$ cat config.mk
export PLATFORM = sky130hd
export DESIGN_NAME = motor_switch
export DESIGN_NICKNAME = d
export VERILOG_FILES = /design/src/logic/motor_switch_pkg.sv /design/src/logic/motor_switch.sv
export VERILOG_INCLUDE_DIRS = /design/src /design/src/logic
export SDC_FILE = /design/constraint.sdc
export NUM_CORES = 1
export LEC_CHECK = 0
export CAP_MARGIN = 20
export CELL_PAD_IN_SITES_DETAIL_PLACEMENT = 1
export CELL_PAD_IN_SITES_GLOBAL_PLACEMENT = 1
export CORE_MARGIN = 3
export CORE_UTILIZATION = 29
export CTS_CLUSTER_SIZE = 25
export DETAILED_ROUTE_END_ITERATION = 7
export DONT_BUFFER_PORTS = 1
export GPL_TIMING_DRIVEN = 0
export PLACE_DENSITY = 0.52
export SLEW_MARGIN = 25
export SYNTH_ARGS = -nofsm -noshare
export SYNTH_HDL_FRONTEND = slang
export SYNTH_SLANG_ARGS = --single-unit
$ cat constraint.sdc
create_clock -name aclk -period 4.1 [get_ports aclk]
set_input_delay 0.205 -clock aclk [delete_from_list [all_inputs] [get_ports aclk]]
set_output_delay 0.205 -clock aclk [all_outputs]
set_load 0.01 [all_outputs]
$ cat src/logic/motor_switch_cfg.svh
// register map, field positions, reset values and timing for the motor switch
`ifndef MOTOR_SWITCH_CFG_SVH
`define MOTOR_SWITCH_CFG_SVH

// clock rate and the seconds tick
`define CLK_HZ          10000000
`define TICK_S          1

// register byte offsets
`define REG_CTRL        8'h00
`define REG_FB_WAIT     8'h04
`define REG_REV_WAIT    8'h08
`define REG_STATUS      8'h0c

// field positions
`define CTRL_SUP_EN_BIT 0
`define WAIT_W          16

// reset values
`define SUP_EN_RST      1'b0
`define FB_WAIT_RST     16'h0002
`define REV_WAIT_RST    16'h0002

// axi responses
`define RESP_OKAY       2'h0
`define RESP_SLVERR     2'h2

`endif

$ cat src/logic/motor_switch_pkg.sv
// types shared by the two-motor drive switch control
package motor_switch_pkg;

  typedef enum logic [1:0] {SEL_NONE, SEL_FIRST, SEL_SECOND} motor_sel_t;
  typedef enum logic [1:0] {DIR_NONE, DIR_FWD, DIR_REV} dir_t;
  typedef enum logic [1:0] {OP_LOCAL, OP_AUTO, OP_MANUAL, OP_BAD} op_t;

  typedef struct packed {
    logic auto_op_select;
    logic manual_op_select;
    logic auto_jog_forward;
    logic auto_jog_reverse;
    logic local_latch_forward;
    logic local_latch_reverse;
    logic local_halt_cmd;
    logic manual_latch_forward;
    logic manual_latch_reverse;
    logic manual_halt_cmd;
    logic auto_high_speed_req;
    logic local_high_speed_req;
    logic manual_high_speed_req;
    logic first_motor_request;
    logic second_motor_request;
    logic alarm_clear_cmd;
    logic external_interlock;
    logic external_fault_in;
  } cmd_t;

  typedef struct packed {
    logic breaker_powered_in;
    logic drive_healthy_in;
    logic drive_running_in;
    logic first_motor_linked_in;
    logic second_motor_linked_in;
  } field_in_t;

  typedef struct packed {
    logic drive_forward_out;
    logic drive_reverse_out;
    logic drive_fault_clear_out;
    logic drive_second_preset_out;
    logic first_contactor_out;
    logic second_contactor_out;
  } field_out_t;

  typedef struct packed {
    logic auto_active_flag;
    logic manual_active_flag;
    logic local_active_flag;
    logic fault_latched_flag;
    logic interlock_alert;
    logic bad_op_selection_alarm;
    logic external_fault_alarm;
    logic run_feedback_timeout_alarm;
    logic first_motor_select_alarm;
    logic second_motor_select_alarm;
  } status_t;

  typedef struct packed {
    motor_sel_t  sel;
    dir_t        latch;
    dir_t        dir;
    dir_t        last_dir;
    op_t         op;
    logic [15:0] rev_cnt;
    logic [15:0] fb_cnt;
    logic [31:0] presc;
    logic        sup_en;
    logic [15:0] fb_wait;
    logic [15:0] rev_wait;
    field_out_t  out;
    status_t     st;
    logic        aw_hold;
    logic [7:0]  aw_addr;
    logic        w_hold;
    logic [31:0] w_data;
    logic [3:0]  w_strb;
    logic        bvalid;
    logic [1:0]  bresp;
    logic        rvalid;
    logic [31:0] rdata;
    logic [1:0]  rresp;
  } state_t;

endpackage

$ cat src/logic/motor_switch.sv
// two motors on one drive: selection, direction control, alarms, axi-lite config
`timescale 1ns/10ps
`default_nettype none
`include "motor_switch_cfg.svh"

module motor_switch #(
  parameter int unsigned TICK_CYCLES = `CLK_HZ * `TICK_S,
  parameter int unsigned ADDR_W      = 8
) (
  input  wire logic                       aclk,
  input  wire logic                       aresetn,
  input  wire logic [ADDR_W-1:0]          s_axi_awaddr,
  input  wire logic                       s_axi_awvalid,
  output logic                            s_axi_awready,
  input  wire logic [31:0]                s_axi_wdata,
  input  wire logic [3:0]                 s_axi_wstrb,
  input  wire logic                       s_axi_wvalid,
  output logic                            s_axi_wready,
  output logic [1:0]                      s_axi_bresp,
  output logic                            s_axi_bvalid,
  input  wire logic                       s_axi_bready,
  input  wire logic [ADDR_W-1:0]          s_axi_araddr,
  input  wire logic                       s_axi_arvalid,
  output logic                            s_axi_arready,
  output logic [31:0]                     s_axi_rdata,
  output logic [1:0]                      s_axi_rresp,
  output logic                            s_axi_rvalid,
  input  wire logic                       s_axi_rready,
  input  wire motor_switch_pkg::cmd_t     cmd,
  input  wire motor_switch_pkg::field_in_t field_in,
  output var motor_switch_pkg::field_out_t field_out,
  output var motor_switch_pkg::status_t   status
);

  if (TICK_CYCLES < 1) begin : g_tick_check
    $error("TICK_CYCLES must be at least 1");
  end
  if (ADDR_W < 8) begin : g_addr_check
    $error("ADDR_W must be at least 8");
  end

  motor_switch_pkg::state_t state_q;
  motor_switch_pkg::state_t state_d;
  motor_switch_pkg::op_t    op;
  motor_switch_pkg::dir_t   jog;
  motor_switch_pkg::dir_t   want;
  logic                     tick;
  logic                     running;
  logic                     linked;
  logic                     blocked;
  logic                     fast_req;
  logic                     aw_fire;
  logic                     w_fire;
  logic                     ar_fire;
  logic [7:0]               wr_addr;
  logic [31:0]              wr_data;
  logic [3:0]               wr_strb;

  assign s_axi_awready = !state_q.aw_hold && !state_q.bvalid;
  assign s_axi_wready  = !state_q.w_hold && !state_q.bvalid;
  assign s_axi_arready = !state_q.rvalid;
  assign s_axi_bvalid  = state_q.bvalid;
  assign s_axi_bresp   = state_q.bresp;
  assign s_axi_rvalid  = state_q.rvalid;
  assign s_axi_rdata   = state_q.rdata;
  assign s_axi_rresp   = state_q.rresp;
  assign field_out     = state_q.out;
  assign status        = state_q.st;

  always_comb begin
    state_d = state_q;
    // seconds tick from the system clock
    tick = (state_q.presc == 32'(TICK_CYCLES - 1));
    state_d.presc = tick ? 32'h0 : state_q.presc + 32'h1;

    // operation mode from the two selects
    unique case ({cmd.manual_op_select, cmd.auto_op_select})
      2'b01:   op = motor_switch_pkg::OP_AUTO;
      2'b10:   op = motor_switch_pkg::OP_MANUAL;
      2'b11:   op = motor_switch_pkg::OP_BAD;
      default: op = motor_switch_pkg::OP_LOCAL;
    endcase
    state_d.op = op;
    state_d.st.auto_active_flag = (op == motor_switch_pkg::OP_AUTO);
    state_d.st.manual_active_flag = (op == motor_switch_pkg::OP_MANUAL);
    state_d.st.local_active_flag = (op == motor_switch_pkg::OP_LOCAL);
    state_d.st.bad_op_selection_alarm = (op == motor_switch_pkg::OP_BAD);

    // motor selection step runs before the control step
    running = state_q.out.drive_forward_out || state_q.out.drive_reverse_out
              || field_in.drive_running_in;
    if (cmd.alarm_clear_cmd) begin
      state_d.st.first_motor_select_alarm = 1'b0;
      state_d.st.second_motor_select_alarm = 1'b0;
    end
    // set after clear so a same-cycle request is never lost
    if (cmd.first_motor_request && state_q.sel == motor_switch_pkg::SEL_SECOND)
      state_d.st.first_motor_select_alarm = 1'b1;
    if (cmd.second_motor_request && state_q.sel == motor_switch_pkg::SEL_FIRST)
      state_d.st.second_motor_select_alarm = 1'b1;
    // a running motor is never dropped off the drive
    if (!running && cmd.first_motor_request && !cmd.second_motor_request)
      state_d.sel = motor_switch_pkg::SEL_FIRST;
    else if (!running && cmd.second_motor_request && !cmd.first_motor_request)
      state_d.sel = motor_switch_pkg::SEL_SECOND;
    // one enum selects both, so both can never be on; break before make
    state_d.out.first_contactor_out = (state_d.sel == motor_switch_pkg::SEL_FIRST)
                                      && !field_in.second_motor_linked_in;
    state_d.out.second_contactor_out = (state_d.sel == motor_switch_pkg::SEL_SECOND)
                                       && !field_in.first_motor_linked_in;

    // motor control step
    linked = (state_d.out.first_contactor_out && field_in.first_motor_linked_in)
             || (state_d.out.second_contactor_out && field_in.second_motor_linked_in);

    // external fault latch, set wins over clear
    if (cmd.alarm_clear_cmd && !cmd.external_fault_in)
      state_d.st.external_fault_alarm = 1'b0;
    if (cmd.alarm_clear_cmd)
      state_d.st.run_feedback_timeout_alarm = 1'b0;
    if (cmd.external_fault_in)
      state_d.st.external_fault_alarm = 1'b1;

    // feedback supervision; counts whole seconds, so up to one tick early
    if (state_q.sup_en && state_q.dir != motor_switch_pkg::DIR_NONE
        && !field_in.drive_running_in) begin
      if (state_q.fb_cnt >= state_q.fb_wait)
        state_d.st.run_feedback_timeout_alarm = 1'b1;
      else if (tick)
        state_d.fb_cnt = state_q.fb_cnt + 16'h1;
    end else begin
      state_d.fb_cnt = 16'h0;
    end
    state_d.st.fault_latched_flag = state_d.st.external_fault_alarm
                                    || state_d.st.run_feedback_timeout_alarm;
    state_d.st.interlock_alert = cmd.external_interlock;

    blocked = cmd.external_interlock || state_q.st.fault_latched_flag
              || op == motor_switch_pkg::OP_BAD || !linked
              || !field_in.breaker_powered_in || !field_in.drive_healthy_in;

    // latched run; halt beats start, mode change forgets the latch
    if (blocked || op != state_q.op) begin
      state_d.latch = motor_switch_pkg::DIR_NONE;
    end else if (op == motor_switch_pkg::OP_MANUAL) begin
      if (cmd.manual_halt_cmd)
        state_d.latch = motor_switch_pkg::DIR_NONE;
      else if (cmd.manual_latch_forward && !cmd.manual_latch_reverse)
        state_d.latch = motor_switch_pkg::DIR_FWD;
      else if (cmd.manual_latch_reverse && !cmd.manual_latch_forward)
        state_d.latch = motor_switch_pkg::DIR_REV;
    end else if (op == motor_switch_pkg::OP_LOCAL) begin
      if (cmd.local_halt_cmd)
        state_d.latch = motor_switch_pkg::DIR_NONE;
      else if (cmd.local_latch_forward && !cmd.local_latch_reverse)
        state_d.latch = motor_switch_pkg::DIR_FWD;
      else if (cmd.local_latch_reverse && !cmd.local_latch_forward)
        state_d.latch = motor_switch_pkg::DIR_REV;
    end

    // jog in auto: both held means neither
    if (cmd.auto_jog_forward && !cmd.auto_jog_reverse)
      jog = motor_switch_pkg::DIR_FWD;
    else if (cmd.auto_jog_reverse && !cmd.auto_jog_forward)
      jog = motor_switch_pkg::DIR_REV;
    else
      jog = motor_switch_pkg::DIR_NONE;

    if (blocked)
      want = motor_switch_pkg::DIR_NONE;
    else if (op == motor_switch_pkg::OP_AUTO)
      want = jog;
    else
      want = state_d.latch;

    // a reversal first drops the run, then waits out the delay
    if (want != motor_switch_pkg::DIR_NONE && want != state_q.last_dir
        && state_q.rev_cnt != 16'h0)
      want = motor_switch_pkg::DIR_NONE;
    if (state_q.dir != motor_switch_pkg::DIR_NONE && want != state_q.dir)
      want = motor_switch_pkg::DIR_NONE;
    state_d.dir = want;
    if (state_q.dir != motor_switch_pkg::DIR_NONE && want == motor_switch_pkg::DIR_NONE) begin
      state_d.rev_cnt = state_q.rev_wait;
      state_d.last_dir = state_q.dir;
    end else if (tick && state_q.rev_cnt != 16'h0) begin
      state_d.rev_cnt = state_q.rev_cnt - 16'h1;
    end

    unique case (op)
      motor_switch_pkg::OP_AUTO:   fast_req = cmd.auto_high_speed_req;
      motor_switch_pkg::OP_MANUAL: fast_req = cmd.manual_high_speed_req;
      motor_switch_pkg::OP_LOCAL:  fast_req = cmd.local_high_speed_req;
      default:                     fast_req = 1'b0;
    endcase
    state_d.out.drive_forward_out = (want == motor_switch_pkg::DIR_FWD);
    state_d.out.drive_reverse_out = (want == motor_switch_pkg::DIR_REV);
    state_d.out.drive_second_preset_out = fast_req
                                          && want != motor_switch_pkg::DIR_NONE;
    state_d.out.drive_fault_clear_out = cmd.alarm_clear_cmd
                                        && !field_in.drive_healthy_in;

    // axi-lite write: address and data in either order, answer after both
    aw_fire = s_axi_awvalid && s_axi_awready;
    w_fire = s_axi_wvalid && s_axi_wready;
    if (aw_fire) begin
      state_d.aw_hold = 1'b1;
      state_d.aw_addr = s_axi_awaddr[7:0];
    end
    if (w_fire) begin
      state_d.w_hold = 1'b1;
      state_d.w_data = s_axi_wdata;
      state_d.w_strb = s_axi_wstrb;
    end
    wr_addr = state_d.aw_addr;
    wr_data = state_d.w_data;
    wr_strb = state_d.w_strb;
    if (state_d.aw_hold && state_d.w_hold && !state_q.bvalid) begin
      state_d.aw_hold = 1'b0;
      state_d.w_hold = 1'b0;
      state_d.bvalid = 1'b1;
      state_d.bresp = `RESP_OKAY;
      unique case (wr_addr)
        `REG_CTRL: begin
          if (wr_strb[0])
            state_d.sup_en = wr_data[`CTRL_SUP_EN_BIT];
        end
        `REG_FB_WAIT: begin
          if (wr_strb[0]) state_d.fb_wait[7:0] = wr_data[7:0];
          if (wr_strb[1]) state_d.fb_wait[15:8] = wr_data[15:8];
        end
        `REG_REV_WAIT: begin
          if (wr_strb[0]) state_d.rev_wait[7:0] = wr_data[7:0];
          if (wr_strb[1]) state_d.rev_wait[15:8] = wr_data[15:8];
        end
        default: state_d.bresp = `RESP_SLVERR;
      endcase
    end else if (state_q.bvalid && s_axi_bready) begin
      state_d.bvalid = 1'b0;
    end

    // axi-lite read; status is read only and shows live flags
    ar_fire = s_axi_arvalid && s_axi_arready;
    if (ar_fire) begin
      state_d.rvalid = 1'b1;
      state_d.rresp = `RESP_OKAY;
      state_d.rdata = 32'h0;
      unique case (s_axi_araddr[7:0])
        `REG_CTRL:     state_d.rdata[`CTRL_SUP_EN_BIT] = state_q.sup_en;
        `REG_FB_WAIT:  state_d.rdata[15:0] = state_q.fb_wait;
        `REG_REV_WAIT: state_d.rdata[15:0] = state_q.rev_wait;
        `REG_STATUS:   state_d.rdata[9:0] = state_q.st;
        default:       state_d.rresp = `RESP_SLVERR;
      endcase
    end else if (state_q.rvalid && s_axi_rready) begin
      state_d.rvalid = 1'b0;
    end
  end

  // synchronous reset clears latches, selections, timers and alarms
  always_ff @(posedge aclk) begin
    if (!aresetn) begin
      state_q <= '0;
      state_q.sup_en <= `SUP_EN_RST;
      state_q.fb_wait <= `FB_WAIT_RST;
      state_q.rev_wait <= `REV_WAIT_RST;
      state_q.st.local_active_flag <= 1'b1;
    end else begin
      state_q <= state_d;
    end
  end

  contactors_exclusive_a: assert property (
    @(posedge aclk) disable iff (!aresetn)
    !(field_out.first_contactor_out && field_out.second_contactor_out))
    else $error("both contactor outputs active");

  interlock_blocks_a: assert property (
    @(posedge aclk) disable iff (!aresetn)
    cmd.external_interlock |=> status.interlock_alert
      && !field_out.drive_forward_out && !field_out.drive_reverse_out)
    else $error("interlock did not stop the drive");

  fault_latches_a: assert property (
    @(posedge aclk) disable iff (!aresetn)
    status.external_fault_alarm && !cmd.alarm_clear_cmd
      |=> status.external_fault_alarm && status.fault_latched_flag)
    else $error("fault state left without clear");

  fault_clear_a: assert property (
    @(posedge aclk) disable iff (!aresetn)
    cmd.alarm_clear_cmd && !cmd.external_fault_in
      |=> !status.external_fault_alarm && !status.first_motor_select_alarm)
    else $error("alarm clear did not clear");

  bad_mode_a: assert property (
    @(posedge aclk) disable iff (!aresetn)
    cmd.auto_op_select && cmd.manual_op_select
      |=> status.bad_op_selection_alarm && !status.auto_active_flag
        && !field_out.drive_forward_out)
    else $error("bad mode not flagged");

  auto_jog_a: assert property (
    @(posedge aclk) disable iff (!aresetn)
    cmd.auto_op_select && !cmd.manual_op_select && !cmd.auto_jog_forward
      |=> !field_out.drive_forward_out)
    else $error("auto forward ran without jog");

  manual_halt_a: assert property (
    @(posedge aclk) disable iff (!aresetn)
    cmd.manual_op_select && !cmd.auto_op_select && cmd.manual_halt_cmd
      ##1 !cmd.manual_latch_forward [*2]
      |=> !field_out.drive_forward_out)
    else $error("manual halt did not end run");

  reversal_wait_a: assert property (
    @(posedge aclk) disable iff (!aresetn)
    $fell(field_out.drive_forward_out) && state_q.rev_wait != 16'h0
      |-> !field_out.drive_reverse_out [*2])
    else $error("reversed without delay");

  fast_needs_run_a: assert property (
    @(posedge aclk) disable iff (!aresetn)
    field_out.drive_second_preset_out
      |-> field_out.drive_forward_out || field_out.drive_reverse_out)
    else $error("fast speed without run");

  no_link_idle_a: assert property (
    @(posedge aclk) disable iff (!aresetn)
    !field_out.first_contactor_out && !field_out.second_contactor_out
      |-> !field_out.drive_forward_out && !field_out.drive_reverse_out)
    else $error("drive ran with no motor linked");

  select_busy_a: assert property (
    @(posedge aclk) disable iff (!aresetn)
    field_out.drive_forward_out && cmd.second_motor_request
      && state_q.sel == motor_switch_pkg::SEL_FIRST
      |=> state_q.sel == motor_switch_pkg::SEL_FIRST && status.second_motor_select_alarm)
    else $error("running motor was deselected");

endmodule
`default_nettype wire

==> metrics <==
Cells after Synth 980; Die ar. 31100 um2; HP Class input port to flop; Seq/Total Area, Yosys 0.407; crit path cell chain or4_4 > or4_4 > or4_4 > buf_6 > clkinv_4 > o21ai_1 > a221o_1 > buf_6 > nor4_1; post-synthesis mux area share 0.0882; GRT Total Usage 0.166; XOR/XNOR share of the synthesized area 0.0552; final net count 1137; Arr. time, crit path 3.64 ns; Synth Area in Adders 0.0283; Post-CTS Setup Inserts 0; Leak around 3.8 nW; drt pass-1 iters 4; Post-Route WL 25600 um; largest family of logic cells by synthesized area simple AND/OR/NAND/NOR gates; FF-to-FF setup slack 0.75 ns; Hold Crit Endpoint state_q[43]; Synth Cell Area 8410 um2; critical path's slowest cell or4_4; Post-synth EDFFs 0; critical path class flop to flop; Post-CTS Resized 0; worst-case vdd ir drop approximately 0.00027 V; layout cell share with drive strength beyond 1 0.115; final period utilization 0.816; Seq cells post-synth 171; Setup Skew 0.0126 ns; Std-Cell Rows 61; total gr overflow 0; H-tree levels 4; fin crit period 3.35 ns; pin count of the biggest net entering global routing 18; Fin. Hold Viols 0; clk slew on worst S/H paths ~0.07 ns; most used cell, CP or4_4; synthesized area per cell 8.58 um2; FF-to-FF Start state_q[188]; Worst-Skew Late Latency 0.43 ns; CP max stage delay 0.56 ns; clk buf depth 2; Core Area 28200 um2; CP endpoint kind flop; area grow syn2layout 15.8%; first-pass GRT wire length 40500 um; DRC viols 0; I/O pins 139; Slew Limit Fails 0; YS warnings 0; Fillers 3307; die height approximately 180 um; relative slew slack 0.499; Distinct cells, synth 63; min-delay src s_axi_wdata[1]; endpoints failing setup 0; Worst Reg-to-Reg Cells 9; area of the multi-input gates 4360 um2; hold buffers post-CTS 20; initial antenna violation count 1; PD cells 375 nW/um2; Worst R2R End field_out[4]; vias per cell 4.84; Fin Setup TNS 0 ns; number of global-route vias before repair 7147; FMAX 299 MHz; CTS tree built; startpoint class of the critical path flop; Inserted Clock Buffers 17; critical path fanouts, max 10; Vias ~6900; placer congestion estimate 0.764; simple logic cell fraction of the synthesized area 0.250; complex-gate fraction of the synthesized area 0.0885; Least-Margin Pin Slew roughly 0.75 ns; Async S/R FF share, synth 0; RSZ-0062 raised after global routing false; status complete, no violations; drt initial violations ~310; port bufs 0; clock root cell clkbuf_16; Routed Antenna Nets 0; Die Wd 176 um; Initial Util 0.299; routed wire length per instance 17.9 um; hpwl dp 19500 um; total design power 3.66 mW; Worst EP required 4.39 ns; Antenna diodes 0; clock sinks about 170; Worst Hold Depth 2; Sequential Area 3420 um2; Main synth FF type dfxtp_1; MaxCap Viol Count 0
-- cells in the mapped netlist, drive strengths merged (3+ instances only) --
cell type | count | area [um2]
and3 | 9 | 56.3
or4 | 8 | 71.3
dfxtp | 171 | 3420
clkbuf | 32 | 120
xnor2 | 24 | 210
nand2 | 95 | 357
mux2 | 15 | 169
buf | 62 | 450
or3 | 8 | 50.1
nor4b | 10 | 93.8
inv | 30 | 113
a21o | 6 | 45.0
nor3 | 21 | 105
xor2 | 29 | 254
nor4 | 21 | 131
nor2b | 7 | 43.8
a211oi | 7 | 52.6
ha | 19 | 238
o21ai | 24 | 124
o221a | 3 | 33.8
and4 | 4 | 35.0
nand4 | 14 | 87.6
nor2 | 143 | 537
nand3 | 30 | 150
a22oi | 17 | 128
a21oi | 34 | 170
or2 | 5 | 31.3
mux2i | 55 | 551
nor3b | 3 | 22.5
nand2b | 18 | 113
and2 | 22 | 138
-- report_power, final --
group / internal, mW / switching, mW / leakage (nW)
clock network: 0.881 / 0.774 / 0.282
registers: 1.70 / 0.0260 / 1.39
logic: 0.111 / 0.169 / 2.10
-- sequential cells by signal (all words and copies together) (netlist names) --
name,count
field_out,6
s_axi_bresp,1
s_axi_bvalid,1
s_axi_rdata,16
s_axi_rresp,1
s_axi_rvalid,1
state_q,135
status,10
-- critical path: cells and delay by family, from the launching register on --
kind            cells  cell delay (ns)
flops               1             0.35
buf+inv             3             0.41
simple gates        4             1.82
compound gates      2             0.62
-- cells by family (layout without fill, tap and decap cells) --
group                      Yosys count  count (layout)
DFF                                171             171
other                                1              18
AOI/OAI and AO/OA                  113             113
and+or+nand+nor                    427             427
adders and majority gates           19              19
xor gates and xnor gates            53              53
buffers and inverters              125             177
muxes                               71              71
-- routing by layer --
layer | track usage | share of wire
met1 | 0.225 | 0.48
met5 | 0 | 0
met2 | 0.276 | 0.48
met3 | 0.0280 | 0.032
met4 | 0.0406 | 0.014
-- cell usage in the layout, fill, tap and decap left out, drive strengths merged, types with 4 or more instances in the layout --
cell type    count
a211oi           7
xnor2           24
nand4           14
and4             4
or3              8
or2              5
and3             9
a22oi           17
and2            22
nand2           95
dfxtp          171
nor4            21
nand2b          18
mux2            15
xor2            29
o21ai           24
mux2i           55
nand3           30
nor2b            7
a21oi           34
or4              8
nor3            21
inv             38
nor2           143
a21o             6
ha              19
dlygate4sd3     20
nor4b           10
conb            18
buf             62
clkbuf          50
-- how the worst max path moves through the flow --
stage,from,to,slack [ns],depth (start not counted)
after floorplan,state_q[188],field_out[5],1.13,9
after global placement,state_q[188],field_out[4],0.79,9
after detailed placement,state_q[188],field_out[4],0.80,9
after CTS,state_q[188],field_out[4],0.74,9
after global routing,state_q[188],field_out[4],0.59,9
final,state_q[188],field_out[4],0.75,9
-- metrics by stage --
step           hold slack, ns   util  area, um2  cells  setup WS (ns)
3_5_place_dp            0.293  0.318       8950   1375          0.803
5_1_grt                0.0331  0.346       9740   1427          0.588
2_1_floorplan           0.284      -       8470    997           1.13
3_3_place_gp            0.289  0.318       8950   1375          0.790
4_1_cts               0.00128  0.346       9740   1427          0.743
6_report              0.00918  0.346       9740   1427          0.754
-- layout make-up --
cell class / instances / area share
Timing Repair Buffer: 20 / 0.0206
Buffer: 94 / 0.0586
Clock inverter: 14 / 0.0154
Multi-Input combinational cell: 701 / 0.448
Clock buffer: 18 / 0.0451
Inverter: 31 / 0.0125
Sequential cell: 171 / 0.351
Tap cell: 378 / 0.0486
Power figures use the tool's default switching activity.
